### config.mk
export PLATFORM = sky130hd
export DESIGN_NAME = lpic_top
export DESIGN_NICKNAME = d
export VERILOG_FILES = /design/src/lpic_pkg.sv /design/src/lpic_redir_entry.sv /design/src/lpic_top.sv
export SDC_FILE = /design/constraint.sdc
export NUM_CORES = 1
export LEC_CHECK = 0
export ABC_CLOCK_PERIOD_IN_PS = 3100
export BUFFER_PORTS_ARGS = -buffer_cell sky130_fd_sc_hd__buf_2
export CORE_MARGIN = 3
export CORE_UTILIZATION = 54
export DETAILED_ROUTE_END_ITERATION = 10
export PLACE_DENSITY = 0.87
export RECOVER_POWER = 50
export SLEW_MARGIN = 20
export SYNTH_ARGS = -nofsm -noshare
export SYNTH_HDL_FRONTEND = slang
export SYNTH_SLANG_ARGS = --single-unit
### constraint.sdc
create_clock -name clk -period 3.1 [get_ports clk]
set_input_delay 0.31 -clock clk [delete_from_list [all_inputs] [get_ports clk]]
set_output_delay 0.31 -clock clk [all_outputs]
set_load 0.05 [all_outputs]
### src/lpic_pkg.sv
// Constants, types and helpers shared by the legacy interrupt controller and its redirection entry.
package lpic_pkg;

  // ****************************************
  // Memory-mapped entry field positions
  // ****************************************
  localparam int IE_DEST_LSB = 56;
  localparam int IE_XDEST_LSB = 32;
  localparam int IE_MASK_BIT = 16;
  localparam int IE_LEVEL_BIT = 15;
  localparam int IE_WAIT_BIT = 14;
  localparam int IE_POL_BIT = 13;
  localparam int IE_DMODE_BIT = 11;
  localparam int IE_TYPE_LSB = 8;
  localparam int IE_VEC_LSB = 0;

  // ****************************************
  // Configuration interrupt field positions
  // ****************************************
  localparam int II_TYPE_TOP_BIT = 7;
  localparam int II_DMODE_BIT = 6;
  localparam int II_LEVEL_BIT = 5;
  localparam int II_TYPE_LSB = 2;
  localparam int II_DEST_LSB = 8;
  localparam int II_VEC_LSB = 16;
  localparam int II_XADDR_LSB = 24;
  localparam int II_XDEST_LSB = 32;

  // ****************************************
  // Widths and reset values
  // ****************************************
  localparam int VEC_W = 8;
  localparam int DEST_W = 8;
  localparam int XDEST_W = 24;
  localparam int REPLY_W = 32;
  localparam logic [63:0] INFO_RST = 64'h0000000000000000;
  localparam logic MASK_RST = 1'b1;
  localparam logic POL_RST = 1'b0;

  // ****************************************
  // Message type codes
  // ****************************************
  localparam logic [2:0] TYPE_REG_RSV3 = 3'h3;
  localparam logic [2:0] TYPE_REG_NMI = 3'h4;
  localparam logic [2:0] TYPE_REG_INIT = 3'h5;
  localparam logic [2:0] TYPE_REG_RSV6 = 3'h6;
  localparam logic [2:0] TYPE_REG_EXTERNAL = 3'h7;
  localparam logic [3:0] TYPE_LINK_NMI = 4'h3;
  localparam logic [3:0] TYPE_LINK_INIT = 4'h4;
  localparam logic [3:0] TYPE_LINK_EXTERNAL = 4'h6;

  typedef enum logic [1:0] {
    LEG_IDLE = 2'b00,
    LEG_WAIT_ACK = 2'b01,
    LEG_SERVICE = 2'b10
  } lpic_leg_state_type;

  // Register code to link code; the top bit comes from configuration space.
  function automatic logic [3:0] lpic_type_to_link(input logic hi_bit, input logic [2:0] code);
    logic [3:0] res;
    res = {hi_bit, code};
    case (code)
      TYPE_REG_NMI: res = {hi_bit, TYPE_LINK_NMI[2:0]};
      TYPE_REG_INIT: res = {hi_bit, TYPE_LINK_INIT[2:0]};
      TYPE_REG_EXTERNAL: res = {hi_bit, TYPE_LINK_EXTERNAL[2:0]};
      default: res = {hi_bit, code};
    endcase
    return res;
  endfunction

endpackage

### src/lpic_redir_entry.sv
// Redirection entry storage with its configuration-space and memory-mapped views.
`timescale 1ns/1ps
`default_nettype none
module lpic_redir_entry import lpic_pkg::*; #(
  parameter bit EXT_DEST_EN = 1'b1
) (
  input wire logic clk,
  input wire logic srst,
  input wire logic cfg_wr,
  input wire logic [63:0] cfg_wdata,
  output logic [63:0] cfg_rdata,
  input wire logic mm_wr,
  input wire logic mm_rd,
  input wire logic mm_hi,
  input wire logic [31:0] mm_wdata,
  output logic [31:0] mm_rdata,
  input wire logic waiting,
  output logic [63:0] info,
  output logic mask,
  output logic polarity
);

  logic [63:0] info_q;
  logic [63:0] info_d;
  logic mask_q;
  logic mask_d;
  logic pol_q;
  logic pol_d;
  logic [31:0] rdata_q;
  logic [31:0] rdata_d;
  logic [31:0] view_lo;
  logic [31:0] view_hi;

  // ****************************************
  // Views and next values
  // ****************************************
  always_comb begin
    view_lo = 32'h00000000;
    view_lo[IE_VEC_LSB +: VEC_W] = info_q[II_VEC_LSB +: VEC_W];
    view_lo[IE_TYPE_LSB +: 3] = info_q[II_TYPE_LSB +: 3];
    view_lo[IE_DMODE_BIT] = info_q[II_DMODE_BIT];
    view_lo[IE_POL_BIT] = pol_q;
    view_lo[IE_WAIT_BIT] = waiting;
    view_lo[IE_LEVEL_BIT] = info_q[II_LEVEL_BIT];
    view_lo[IE_MASK_BIT] = mask_q;
    view_hi = {info_q[II_DEST_LSB +: DEST_W], info_q[II_XDEST_LSB +: XDEST_W]};
    info_d = info_q;
    mask_d = mask_q;
    pol_d = pol_q;
    if (cfg_wr) begin
      info_d = cfg_wdata;
    end
    if (mm_wr && !mm_hi) begin
      info_d[II_VEC_LSB +: VEC_W] = mm_wdata[IE_VEC_LSB +: VEC_W];
      info_d[II_TYPE_LSB +: 3] = mm_wdata[IE_TYPE_LSB +: 3];
      info_d[II_DMODE_BIT] = mm_wdata[IE_DMODE_BIT];
      info_d[II_LEVEL_BIT] = mm_wdata[IE_LEVEL_BIT];
      mask_d = mm_wdata[IE_MASK_BIT];
      pol_d = mm_wdata[IE_POL_BIT];
    end
    if (mm_wr && mm_hi) begin
      info_d[II_DEST_LSB +: DEST_W] = mm_wdata[IE_DEST_LSB - 32 +: DEST_W];
      info_d[II_XDEST_LSB +: XDEST_W] = mm_wdata[IE_XDEST_LSB - 32 +: XDEST_W];
    end
    if (!EXT_DEST_EN) begin
      info_d[II_XDEST_LSB +: XDEST_W] = 24'h000000;
    end
    rdata_d = rdata_q;
    if (mm_rd) begin
      rdata_d = mm_hi ? view_hi : view_lo;
    end
  end

  always_ff @(posedge clk) begin
    if (srst) begin
      info_q <= INFO_RST;
      mask_q <= MASK_RST;
      pol_q <= POL_RST;
      rdata_q <= 32'h00000000;
    end else begin
      info_q <= info_d;
      mask_q <= mask_d;
      pol_q <= pol_d;
      rdata_q <= rdata_d;
    end
  end

  assign cfg_rdata = info_q;
  assign mm_rdata = rdata_q;
  assign info = info_q;
  assign mask = mask_q;
  assign polarity = pol_q;

endmodule
`default_nettype wire

### src/lpic_top.sv
// Legacy interrupt controller flow and redirection-entry request source facing the link.
`timescale 1ns/1ps
`default_nettype none
module lpic_top import lpic_pkg::*; #(
  parameter int NUM_LEGACY = 8,
  parameter bit EXT_DEST_EN = 1'b1
) (
  input wire logic clk,
  input wire logic srst,
  input wire logic link_clk,
  input wire logic [NUM_LEGACY-1:0] leg_irq,
  input wire logic [7:0] leg_vector_base,
  input wire logic [7:0] leg_dest,
  input wire logic ext_irq,
  input wire logic interrupt_acknowledge_read_valid,
  input wire logic interrupt_acknowledge_read_compat,
  input wire logic [3:0] interrupt_acknowledge_read_byte_mask,
  input wire logic eoi_valid,
  input wire logic [7:0] eoi_vector,
  input wire logic io_eoi_valid,
  output logic read_reply_valid,
  output logic [31:0] read_reply_data,
  output logic req_valid,
  output logic [3:0] req_msg_type,
  output logic req_level,
  output logic req_dest_mode,
  output logic [31:0] req_dest,
  output logic [7:0] req_vector,
  output logic [7:0] req_ext_addr,
  input wire logic cfg_wr,
  input wire logic [63:0] cfg_wdata,
  output logic [63:0] cfg_rdata,
  input wire logic mm_wr,
  input wire logic mm_rd,
  input wire logic mm_hi,
  input wire logic [31:0] mm_wdata,
  output logic [31:0] mm_rdata
);

  if (NUM_LEGACY < 1 || NUM_LEGACY > 8) begin : g_chk
    $error("NUM_LEGACY must be between 1 and 8");
  end

  localparam int SYNC_W = NUM_LEGACY + 14;

  // ****************************************
  // Input synchronisers
  // ****************************************
  logic [SYNC_W-1:0] sync_in;
  logic [SYNC_W-1:0] s1_q;
  logic [SYNC_W-1:0] s2_q;
  logic lclk_prev_q;
  logic s_lclk;
  logic [NUM_LEGACY-1:0] s_leg;
  logic s_ext;
  logic s_interrupt_acknowledge_read;
  logic s_compat;
  logic s_eoi;
  logic [7:0] s_eoi_vec;
  logic s_io_eoi;
  logic lclk_rise;
  logic lclk_fall;

  // The byte mask of an acknowledge read has no effect on the answer.
  assign sync_in = {link_clk, leg_irq, ext_irq, interrupt_acknowledge_read_valid, interrupt_acknowledge_read_compat, eoi_valid, eoi_vector, io_eoi_valid};
  assign {s_lclk, s_leg, s_ext, s_interrupt_acknowledge_read, s_compat, s_eoi, s_eoi_vec, s_io_eoi} = s2_q;

  always_ff @(posedge clk) begin
    if (srst) begin
      s1_q <= '0;
      s2_q <= '0;
      lclk_prev_q <= 1'b0;
    end else begin
      s1_q <= sync_in;
      s2_q <= s1_q;
      lclk_prev_q <= s_lclk;
    end
  end

  // Link strobes are captured on the falling link edge, mid-way through their period.
  assign lclk_rise = s_lclk & ~lclk_prev_q;
  assign lclk_fall = ~s_lclk & lclk_prev_q;

  logic interrupt_acknowledge_read_take;
  logic eoi_take;
  logic io_eoi_take;

  assign interrupt_acknowledge_read_take = lclk_fall & s_interrupt_acknowledge_read & s_compat;
  assign eoi_take = lclk_fall & s_eoi;
  assign io_eoi_take = lclk_fall & s_io_eoi;

  // ****************************************
  // Redirection entry
  // ****************************************
  logic wait_q;
  logic wait_d;
  logic [63:0] info;
  logic ent_mask;
  logic ent_pol;

  lpic_redir_entry #(
    .EXT_DEST_EN(EXT_DEST_EN)
  ) u_entry (
    .clk(clk),
    .srst(srst),
    .cfg_wr(cfg_wr),
    .cfg_wdata(cfg_wdata),
    .cfg_rdata(cfg_rdata),
    .mm_wr(mm_wr),
    .mm_rd(mm_rd),
    .mm_hi(mm_hi),
    .mm_wdata(mm_wdata),
    .mm_rdata(mm_rdata),
    .waiting(wait_q),
    .info(info),
    .mask(ent_mask),
    .polarity(ent_pol)
  );

  logic [2:0] ent_type;
  logic ent_level;
  logic ent_legal;

  assign ent_type = info[II_TYPE_LSB +: 3];
  assign ent_level = info[II_LEVEL_BIT];
  assign ent_legal = (ent_type != TYPE_REG_RSV3) && (ent_type != TYPE_REG_RSV6);

  // ****************************************
  // Legacy controller state
  // ****************************************
  lpic_leg_state_type leg_state_q;
  lpic_leg_state_type leg_state_d;
  logic [NUM_LEGACY-1:0] leg_prev_q;
  logic [NUM_LEGACY-1:0] leg_pend_q;
  logic [NUM_LEGACY-1:0] leg_pend_d;
  logic [NUM_LEGACY-1:0] leg_isr_q;
  logic [NUM_LEGACY-1:0] leg_isr_d;
  logic leg_send_q;
  logic leg_send_d;
  logic rep_send_q;
  logic rep_send_d;
  logic [7:0] rep_vec_q;
  logic [7:0] rep_vec_d;
  logic [7:0] act_vec;
  logic [NUM_LEGACY-1:0] act_onehot;
  logic leg_launch;

  // Lowest line number has the highest priority; none pending answers base with its low three bits set to seven.
  always_comb begin
    act_vec = leg_vector_base | 8'h07;
    act_onehot = '0;
    for (int i = NUM_LEGACY - 1; i >= 0; i--) begin
      if (leg_pend_q[i]) begin
        act_vec = leg_vector_base + 8'(i);
        act_onehot = '0;
        act_onehot[i] = 1'b1;
      end
    end
  end

  always_comb begin
    leg_state_d = leg_state_q;
    leg_isr_d = leg_isr_q;
    leg_send_d = leg_send_q & ~leg_launch;
    rep_send_d = rep_send_q & ~(lclk_rise & rep_send_q);
    rep_vec_d = rep_vec_q;
    leg_pend_d = leg_pend_q;
    if (interrupt_acknowledge_read_take) begin
      rep_vec_d = act_vec;
      rep_send_d = 1'b1;
      leg_pend_d = leg_pend_q & ~act_onehot;
      leg_isr_d = leg_isr_q | act_onehot;
      leg_state_d = LEG_SERVICE;
    end
    // New edges are never lost to a clear in the same cycle.
    leg_pend_d = leg_pend_d | (s_leg & ~leg_prev_q);
    unique case (leg_state_q)
      LEG_IDLE: begin
        if (|leg_pend_q && !interrupt_acknowledge_read_take) begin
          leg_send_d = 1'b1;
          leg_state_d = LEG_WAIT_ACK;
        end
      end
      LEG_WAIT_ACK: begin
      end
      LEG_SERVICE: begin
        if (io_eoi_take) begin
          leg_isr_d = '0;
          leg_state_d = LEG_IDLE;
        end
      end
    endcase
  end

  always_ff @(posedge clk) begin
    if (srst) begin
      leg_state_q <= LEG_IDLE;
      leg_prev_q <= '0;
      leg_pend_q <= '0;
      leg_isr_q <= '0;
      leg_send_q <= 1'b0;
      rep_send_q <= 1'b0;
      rep_vec_q <= 8'h00;
    end else begin
      leg_state_q <= leg_state_d;
      leg_prev_q <= s_leg;
      leg_pend_q <= leg_pend_d;
      leg_isr_q <= leg_isr_d;
      leg_send_q <= leg_send_d;
      rep_send_q <= rep_send_d;
      rep_vec_q <= rep_vec_d;
    end
  end

  // ****************************************
  // Entry source
  // ****************************************
  logic ent_prev_q;
  logic ent_active;
  logic ent_send_q;
  logic ent_send_d;
  logic ent_fire;
  logic ent_launch;

  assign ent_active = s_ext ^ ent_pol;

  assign ent_fire = !ent_mask && ent_legal && !ent_send_q &&
                    (ent_level ? (ent_active && !wait_q) : (ent_active && !ent_prev_q));

  always_comb begin
    ent_send_d = (ent_send_q & ~ent_launch & ~ent_mask) | ent_fire;
    wait_d = wait_q;
    if (eoi_take && (s_eoi_vec == info[II_VEC_LSB +: VEC_W])) begin
      wait_d = 1'b0;
    end
    if (ent_launch && ent_level) begin
      wait_d = 1'b1;
    end
  end

  always_ff @(posedge clk) begin
    if (srst) begin
      ent_prev_q <= 1'b0;
      ent_send_q <= 1'b0;
      wait_q <= 1'b0;
    end else begin
      ent_prev_q <= ent_active;
      ent_send_q <= ent_send_d;
      wait_q <= wait_d;
    end
  end

  // ****************************************
  // Link outputs
  // ****************************************
  logic req_valid_q;
  logic req_valid_d;
  logic [3:0] req_type_q;
  logic [3:0] req_type_d;
  logic req_level_q;
  logic req_level_d;
  logic req_dmode_q;
  logic req_dmode_d;
  logic [31:0] req_dest_q;
  logic [31:0] req_dest_d;
  logic [7:0] req_vec_q;
  logic [7:0] req_vec_d;
  logic [7:0] req_xaddr_q;
  logic [7:0] req_xaddr_d;
  logic rep_valid_q;
  logic rep_valid_d;
  logic [31:0] rep_data_q;
  logic [31:0] rep_data_d;

  // The legacy controller wins the link when both sources are ready.
  assign leg_launch = lclk_rise & leg_send_q;
  assign ent_launch = lclk_rise & ent_send_q & ~leg_send_q & ~ent_mask;

  always_comb begin
    req_valid_d = req_valid_q;
    req_type_d = req_type_q;
    req_level_d = req_level_q;
    req_dmode_d = req_dmode_q;
    req_dest_d = req_dest_q;
    req_vec_d = req_vec_q;
    req_xaddr_d = info[II_XADDR_LSB +: 8];
    rep_valid_d = rep_valid_q;
    rep_data_d = rep_data_q;
    if (lclk_rise) begin
      req_valid_d = 1'b0;
      rep_valid_d = 1'b0;
      if (leg_launch) begin
        req_valid_d = 1'b1;
        req_type_d = TYPE_LINK_EXTERNAL;
        req_level_d = 1'b0;
        req_dmode_d = 1'b0;
        req_dest_d = {24'h000000, leg_dest};
        req_vec_d = 8'h00;
      end else if (ent_launch) begin
        req_valid_d = 1'b1;
        req_type_d = lpic_type_to_link(info[II_TYPE_TOP_BIT], ent_type);
        req_level_d = ent_level;
        req_dmode_d = info[II_DMODE_BIT];
        req_dest_d = {info[II_XDEST_LSB +: XDEST_W], info[II_DEST_LSB +: DEST_W]};
        req_vec_d = info[II_VEC_LSB +: VEC_W];
      end
      if (rep_send_q) begin
        rep_valid_d = 1'b1;
        rep_data_d = {24'h000000, rep_vec_q};
      end
    end
  end

  always_ff @(posedge clk) begin
    if (srst) begin
      req_valid_q <= 1'b0;
      req_type_q <= 4'h0;
      req_level_q <= 1'b0;
      req_dmode_q <= 1'b0;
      req_dest_q <= 32'h00000000;
      req_vec_q <= 8'h00;
      req_xaddr_q <= 8'h00;
      rep_valid_q <= 1'b0;
      rep_data_q <= 32'h00000000;
    end else begin
      req_valid_q <= req_valid_d;
      req_type_q <= req_type_d;
      req_level_q <= req_level_d;
      req_dmode_q <= req_dmode_d;
      req_dest_q <= req_dest_d;
      req_vec_q <= req_vec_d;
      req_xaddr_q <= req_xaddr_d;
      rep_valid_q <= rep_valid_d;
      rep_data_q <= rep_data_d;
    end
  end

  assign req_valid = req_valid_q;
  assign req_msg_type = req_type_q;
  assign req_level = req_level_q;
  assign req_dest_mode = req_dmode_q;
  assign req_dest = req_dest_q;
  assign req_vector = req_vec_q;
  assign req_ext_addr = req_xaddr_q;
  assign read_reply_valid = rep_valid_q;
  assign read_reply_data = rep_data_q;

endmodule
`default_nettype wire

After elaboration in Yosys (flattened, before gate mapping)

Cells that the tools add are included.

Register bits: 238
Latch bits: 0
Bits in writable memories: 0
ROM bits: 0
Input port bits: 144
Output and inout port bits: 184
Memories: 0

$add $sub $neg: 7
Multipliers: 0
Div/mod/pow operators: 0
$lt $le $gt $ge: 0
Eq/ne operators: 7
Shift operators: 0
Multiplexer cells: 47
Bitwise gates (word level): 29
Reduce and logical (&&, ||, !) cells: 25

Operator list:

| cell                  | count |
|---|---|
| $mux W8               | 21 |
| $mux W32              | 3 |
| $mux W56              | 1 |
| $add A8 B3 Y8 const B | 4 |
| $mux W24              | 1 |
| $add A8 B2 Y8 const B | 2 |
| $and A8 B8 Y8         | 2 |
| $not A8 Y8            | 2 |
| $and A1 B1 Y1         | 15 |
| $mux W1               | 13 |
| $logic_and A1 B1 Y1   | 11 |
| $eq A3 B3 Y1 const B  | 3 |
| $pmux W3 S3           | 1 |
| $add A8 B1 Y8 const B | 1 |
| $eq A8 B8 Y1          | 1 |
| $mux W4               | 2 |
| $or A8 B8 Y8          | 1 |
| $reduce_bool A2 Y1    | 4 |
| $reduce_or A8 Y1      | 1 |
| $not A1 Y1            | 7 |
| $logic_not A1 Y1      | 6 |
| $mux W2               | 3 |
| $mux W5               | 1 |
| $pmux W2 S2           | 1 |
| other kinds (7)       | 8 |

Logic depth before layout (Yosys ltp)

Gate-level depths: netlist (run 1).

Word-level depth: 12
Gate-level depth with buffers: 9

By module

From an unflattened synthesis (run 1), not the netlist that was laid out.

Cells, all modules: 1098
Area total of the unflattened synthesis: 10273.6 µm²

Modules (own cells, without submodules):

| module           | instances | cells an instance | area each (µm²) | sequential area each (µm²) |
|---|---|---|---|---|
| lpic_top         | 1         | 620               | 5614.1          | 2802.7 |
| lpic_redir_entry | 1         | 478               | 4659.5          | 1961.9 |

Worst setup path before layout (run 1)

OpenSTA, ideal clock, no wires.

Path type: in2reg
Start: input port leg_vector_base[2]
End: register rep_vec_q[4]
Library setup time: 0.074 ns
Data arrival time: 1.977 ns
Data required time: 3.026 ns
Path slack: 1.049 ns
Cell stages on the path: 9
Buffers on the path: 1
Path through: clkbuf_2 inv_1 ha_1 nor3b_1 o22ai_1 a2111o_1 a2111oi_0 a31oi_1 a31oi_1

Longest elaborated chain between the ends: 9
Elaborated cells on any way between the ends: 15

Ends and longest elaborated chain:

| item                    | line            | RTL |
|---|---|---|
| from (decl)             | lpic_top.sv:12  | `input wire logic [7:0] leg_vector_base,` |
| $add A8 B3 Y8           | lpic_top.sv:154 | `act_vec = leg_vector_base + 8'(i);` |
| $mux W8 (6 in series)   | lpic_top.sv:153 | `if (leg_pend_q[i]) begin` |
| $mux W8 * (2 in series) | lpic_top.sv:153 |  |
| to (signal assigned)    | lpic_top.sv:211 | `rep_vec_q <= rep_vec_d;` |
| to (decl)               | lpic_top.sv:142 | `logic [7:0] rep_vec_q;` |

Every way passes the cells marked *; elsewhere a longest branch is shown, timed or not.
A chain may end at the register's enable or synchronous reset.

Worst setup path after layout (run 1)

Start: register lclk_prev_q
End: register rep_vec_q[3]

Longest elaborated chain between the ends: 3

Ends and longest elaborated chain:

| item                        | line           | RTL |
|---|---|---|
| from (decl)                 | lpic_top.sv:52 | `logic lclk_prev_q;` |
| from (signal assigned)      | lpic_top.sv:76 | `lclk_prev_q <= s_lclk;` |
| $and A1 B1 Y1               | lpic_top.sv:82 | `assign lclk_fall = ~s_lclk & lclk_prev_q;` |
| $and A1 B1 Y1 (2 in series) | lpic_top.sv:88 | `assign interrupt_acknowledge_read_take = lclk_fall & s_interrupt_acknowledge_read & s_compat;` |

No other way between the ends.

==> results of run 1 <==
[layer usage]
metal | vias up | track usage (%) | routed length (um)
met5 | - | 0 | 21
met4 | 4 | 7.59 | 806
met3 | 63 | 5.42 | 1760
met2 | 369 | 48.0 | 13300
met1 | 3848 | 31.5 | 10800
li1 | 4002 | - | -
[synth_stat cells, types with 12 or more instances]
library cell  instances  share of area [%]
nand2b_1             25                1.7
nor2_1              162                6.4
dfxtp_1             238                 50
buf_4                24                1.9
a22oi_1              34                2.7
o21ai_0              12               0.64
nor2b_1              73                4.8
nand2_1              29                1.2
nand3_1              28                1.5
a21oi_1              55                2.9
mux2i_1              81                8.6
a211oi_1             73                5.8
clkbuf_1             62                2.5
[final cells by class]
class / count / area [um^2] / area share [%]
clock buffers: 34 / 709 / 5.93
repair buffers: 316 / 1660 / 13.9
multi-input cells: 686 / 4270 / 35.8
well taps: 220 / 275 / 2.30
flip-flops and latches: 238 / 4760 / 39.9
inverters: 6 / 22.5 / 0.188
clock inverters: 12 / 246 / 2.06
[sequential cells by signal, indices dropped and copies added, names as in the netlist, 22 cells and up]
register / cells
s2_q: 22
s1_q: 22
u_entry.cfg_rdata: 64
req_dest: 32
u_entry.mm_rdata: 32
[power by group]
part	switching, W	total (W)	internal [W]	leakage, nW
clock	0.00120	0.00339	0.00219	0.457
sequential	0.000134	0.00333	0.00319	1.95
combinational	0.000719	0.00104	0.000322	2.93
[logic make-up (layout without fill, tap and decap cells)]
logic type	count (synthesis)	count (layout)	synth area share, %
compound gates	208	208	15.1
xor+xnor	15	15	1.39
fa+ha+maj	9	9	1.19
buf+inv	109	368	5.43
flops	238	238	50.4
mux	81	81	8.58
other cells	1	24	0.0397
simple gates	349	349	17.8
[worst paths after layout]
kind              slack, ns                         to                    from  depth (start not counted)
setup / recovery       1.04  rep_vec_q[3]$_SDFFE_PP0P_  lclk_prev_q$_SDFF_PP0_                          4
hold reg to reg        0.43        s2_q[21]$_SDFF_PP0_     s1_q[21]$_SDFF_PP0_                          1
setup reg to reg       1.04  rep_vec_q[3]$_SDFFE_PP0P_  lclk_prev_q$_SDFF_PP0_                          4
hold / removal         0.01        s1_q[15]$_SDFF_PP0_              leg_irq[2]                          2
[critical path, cell delays in order, from the launching register on]
cell and delay [ns]:
dfxtp_1 0.34, nor2b_1 0.30, nand3_1 0.45, a2111oi_0 0.57, a221oi_1 0.16
[metrics by stage]
stage,util (%),cells,setup WS [ns],hold WS (ns)
floorplan,-,1033,1.05,0.414
global placement,64.8,1457,0.830,0.418
detailed placement,64.8,1457,0.737,0.422
CTS,71.0,1511,1.12,0.000418
global route,70.8,1512,0.817,0.0135
finish,70.8,1512,1.04,0.0115
==> impl_metrics.tcl, run 1 <==
set metrics [dict create \
    status "complete, but fails checks" \
    violations "capacitance limit, slew limit" \
    synth-seq-cells 238 \
    p_per_area_nw_per_um2 649 \
    critical_path_class "flip-flop to flip-flop" \
    dp_hpwl_mm 18.2 \
    fmax_ghz 0.485 \
    cts_buffers 25 \
    placementRows 47 \
    grt_util_all_layers_pct 26.4 \
    cp-end-kind "flip-flop" \
    synth_enable_flop_cells 0 \
    final_nets 1426 \
    synth_ff_type "dfxtp_1" \
    final_common_cell "buf_2" \
    grt_max_degree 110 \
    clock_skew_ns 0.0120 \
    cp-start-kind "flip-flop" \
    grt_pass1_wl_mm 42.1 \
    hold_class "input pin to flip-flop" \
    syn_inst 1010 \
    ioPinCount 328 \
    ctsHoldBuffers 8 \
    syn2layout_area_growth_pct 26.6 \
    relSlewSlack_pct -41.5 \
    grt_antenna_before_repair 2 \
    dieWidth_um 138 \
    core_area_um2 16900 \
    final_cell_area_um2 12000 \
    ys_warn_count 0 \
    first_iter_violations 478 \
    viasPerCell 5.48 \
    fin_total_pwr_w 0.00776 \
    placed_cell_area_um2 10900 \
    clockBufferDepth 3 \
    ant_nets 0 \
    start_util_pct 56.0 \
    rsz0062_at_grt "no" \
    seq_area_frac_synth_pct 50.4 \
    ys_types 50 \
    cap_violations 1 \
    worstPathRequired_ns 3.37 \
    dr.pass1.iters 7 \
    drive_gt1_share_pct 24.9 \
    vias 8286 \
    maxSlewViolCount 108 \
    htree_levels 1 \
    ir_drop_mv 0.761 \
    syn_area_per_cell_um2 9.35 \
    tns_ns 0 \
    fin_crit_sh_pct 66.6 \
    grt_pass1_vias 8046 \
    synth-async-reset-ratio_pct 0 \
    post_cts_resized 0 \
    drc 0 \
    antenna_cells 0 \
    p_leak_nw 5.33 \
    grt_overflow 0 \
    tritoncts "built" \
    hold_violations 0 \
    avgRoutedWirePerCell_um 17.7 \
    clkLatencyLatePin_ns 0.51 \
    nFillCells 1279 \
    syn_area_um2 9450 \
    die_area_um2 19100 \
    fp.dieH_um 138 \
    final_cell_mix "buf_2, dfxtp_1, nor2_1" \
    clk_pin_slew_ns 0.06 \
    port_buffers 299 \
    setup_viol 0 \
    tightest_slew_ns 2.12 \
    cts_root_buffer "clkbuf_16" \
    layout_min_cycle_time_ns 2.06 \
    routabilityCongestion 0.878 \
    cts_setup_buffers 0 \
    cp_max_fo 12 \
    drt-total-wl_mm 26.7 \
    cts_sinks 238 \
    critPathArrivalTime_ns 2.33 \
]
Power figures use the tool's default switching activity.
==> run 2: changes to the inputs <==
--- a/config.mk
+++ b/config.mk
@@ -5,12 +5,12 @@
 export SDC_FILE = /design/constraint.sdc
 export NUM_CORES = 1
 export LEC_CHECK = 0
-export ABC_CLOCK_PERIOD_IN_PS = 3100
+export ABC_CLOCK_PERIOD_IN_PS = 1950
 export BUFFER_PORTS_ARGS = -buffer_cell sky130_fd_sc_hd__buf_2
 export CORE_MARGIN = 3
-export CORE_UTILIZATION = 54
+export CORE_UTILIZATION = 50
 export DETAILED_ROUTE_END_ITERATION = 10
-export PLACE_DENSITY = 0.87
+export PLACE_DENSITY = 0.82
 export RECOVER_POWER = 50
 export SLEW_MARGIN = 20
 export SYNTH_ARGS = -nofsm -noshare
==> constraint.sdc (replaced) <==
create_clock -name clk -period 1.95 [get_ports clk]
set_input_delay 0.195 -clock clk [delete_from_list [all_inputs] [get_ports clk]]
set_output_delay 0.195 -clock clk [all_outputs]
set_load 0.05 [all_outputs]
==> run 2 against run 1 <==
Effect of this change: the flow still finishes with violations (capacitance limit, slew limit); fmax is 16% higher; total power is 58% higher; global-route usage is 1.1 points higher; clock power is 50% higher.
==> impl_metrics.tcl, run 2 (synthesis gave the netlist of run 1 again) <==
set metrics [dict create \
    ioPinCount 328 \
    drive_gt1_share_pct 25.9 \
    placementRows 49 \
    ant_nets 0 \
    p_leak_nw 5.83 \
    grt_max_degree 84 \
    core_area_um2 18300 \
    drt-total-wl_mm 30.1 \
    crit_start "leg_pend_q[6]$_SDFF_PP0_" \
    die_area_um2 20600 \
    cap_violations 1 \
    syn2layout_area_growth_pct 38.0 \
    violations "capacitance limit, slew limit" \
    status "complete, but fails checks" \
    start_util_pct 51.7 \
    cts_setup_buffers 0 \
    grt_antenna_before_repair 2 \
    clockBufferDepth 3 \
    r2r-start "leg_pend_q[6]$_SDFF_PP0_" \
    drc 0 \
    fin_crit_sh_pct 91.5 \
    critical_path_class "flip-flop to flip-flop" \
    avgRoutedWirePerCell_um 18.4 \
    busiest_layer "met2" \
    grt_util_all_layers_pct 27.5 \
    clk_pin_slew_ns 0.06 \
    layout_setup_ws_ns 0.166 \
    nFillCells 1313 \
    rsz0062_at_grt "no" \
    placed_cell_area_um2 11300 \
    routabilityCongestion 0.918 \
    cp-end-kind "flip-flop" \
    worstPathRequired_ns 2.38 \
    clock_skew_ns 0.00853 \
    dieWidth_um 143 \
    ir_drop_mv 0.882 \
    use_met1_pct 32.1 \
    p_per_area_nw_per_um2 942 \
    cts_buffers 26 \
    regToRegSetupSlack_ns 0.17 \
    r2r-end "rep_vec_q[5]$_SDFFE_PP0P_" \
    final_util_pct 71.4 \
    setup_viol 0 \
    final_common_cell "buf_2" \
    vias 8851 \
    hold_violations 0 \
    clkLatencyLatePin_ns 0.51 \
    final_nets 1542 \
    critPathArrivalTime_ns 2.21 \
    cts_root_buffer "clkbuf_16" \
    fp.dieH_um 143 \
    grt_overflow 0 \
    viasPerCell 5.40 \
    tightest_slew_ns 1.94 \
    port_buffers 299 \
    worstRegToRegCells 6 \
    crit_end "rep_vec_q[5]$_SDFFE_PP0P_" \
    gr-usage-met2_pct 48.8 \
    largest_register_ffs 64 \
    place_ws_ns -0.0825 \
    antenna_cells 0 \
    fmax_ghz 0.561 \
    cts_sinks 238 \
    grt_pass1_vias 8758 \
    dp_hpwl_mm 19.5 \
    grt_pass1_wl_mm 45.6 \
    final_cell_area_um2 13000 \
    maxSlewViolCount 80 \
    cp_max_fo 13 \
    hold_class "input pin to flip-flop" \
    final_cell_mix "buf_2, dfxtp_1, nor2_1" \
    use_met3_pct 6.72 \
    dr.pass1.iters 5 \
    tritoncts "built" \
    first_iter_violations 452 \
    layout_min_cycle_time_ns 1.78 \
    hold_ws_ns 0.0281 \
    cp-start-kind "flip-flop" \
    relSlewSlack_pct -29.2 \
    htree_levels 1 \
]
[run 2: routing by layer]
metal / part of all wire [%] / vias to the layer above
met5: 0.076 / -
met4: 3.6 / 4
met3: 8.5 / 84
met2: 49 / 418
met1: 38 / 4107
li1: - / 4238
[run 2: critical path, stage by stage, from the launching register on]
cell and delay (ns):
dfxtp_2 0.39, nand3b_1 0.22, a221oi_4 0.34, o22ai_1 0.18, a211oi_1 0.28, xnor2_1 0.09, a211oi_1 0.21
[run 2: worst min path at each step]
stage / slack, ns / endpoint / depth (start not counted) / start
finish: 0.03 / rep_vec_q[5]$_SDFFE_PP0P_ / 3 / leg_vector_base[5]
CTS: 0.002 / u_entry.cfg_rdata[15]$_SDFFE_PP0P_ / 3 / mm_wdata[31]
detailed placement: 0.41 / s1_q[15]$_SDFF_PP0_ / 2 / leg_irq[2]
global route: 0.02 / u_entry.cfg_rdata[33]$_SDFFE_PP0P_ / 3 / cfg_wdata[33]
floorplan: 0.32 / s1_q[0]$_SDFF_PP0_ / 1 / io_eoi_valid
global placement: 0.40 / s1_q[15]$_SDFF_PP0_ / 2 / leg_irq[2]
[run 2: per-stage QoR]
| step | instances | power (W) | TNS (ns) |
|---|---|---|---|
| 6_report | 1638 | 0.0123 | 0 |
| 5_1_grt | 1638 | 0.0127 | 0 |
| 4_1_cts | 1637 | 0.0123 | 0 |
| 3_5_place_dp | 1508 | 0.00711 | -0.285 |
| 3_3_place_gp | 1508 | 0.00708 | -0.172 |
| 2_1_floorplan | 1033 | 0.00656 | 0 |
[run 2: area by class of cell]
type                    count  area [um^2]  area share [%]
flip-flops and latches    238         4770            36.6
multi-input cells         686         4290            32.9
repair buffers            431         2760            21.1
clock buffers              33          748            5.74
well taps                 229          287            2.20
clock inverters            15          166            1.28
inverters                   6         22.5           0.173
[run 2: power by group]
part | leakage [nW] | internal (W) | switching, W
logic | 3.43 | 0.000673 | 0.00122
registers | 1.95 | 0.00508 | 0.000207
clock network | 0.453 | 0.00312 | 0.00198
[run 2: what timing repair did]
action | 4_1_cts | 5_1_grt
hold buffers | 81 | 0
endpoints found under the hold margin | 94 | 0
resized for setup | 0 | 6
endpoints found under the setup margin | 0 | 4
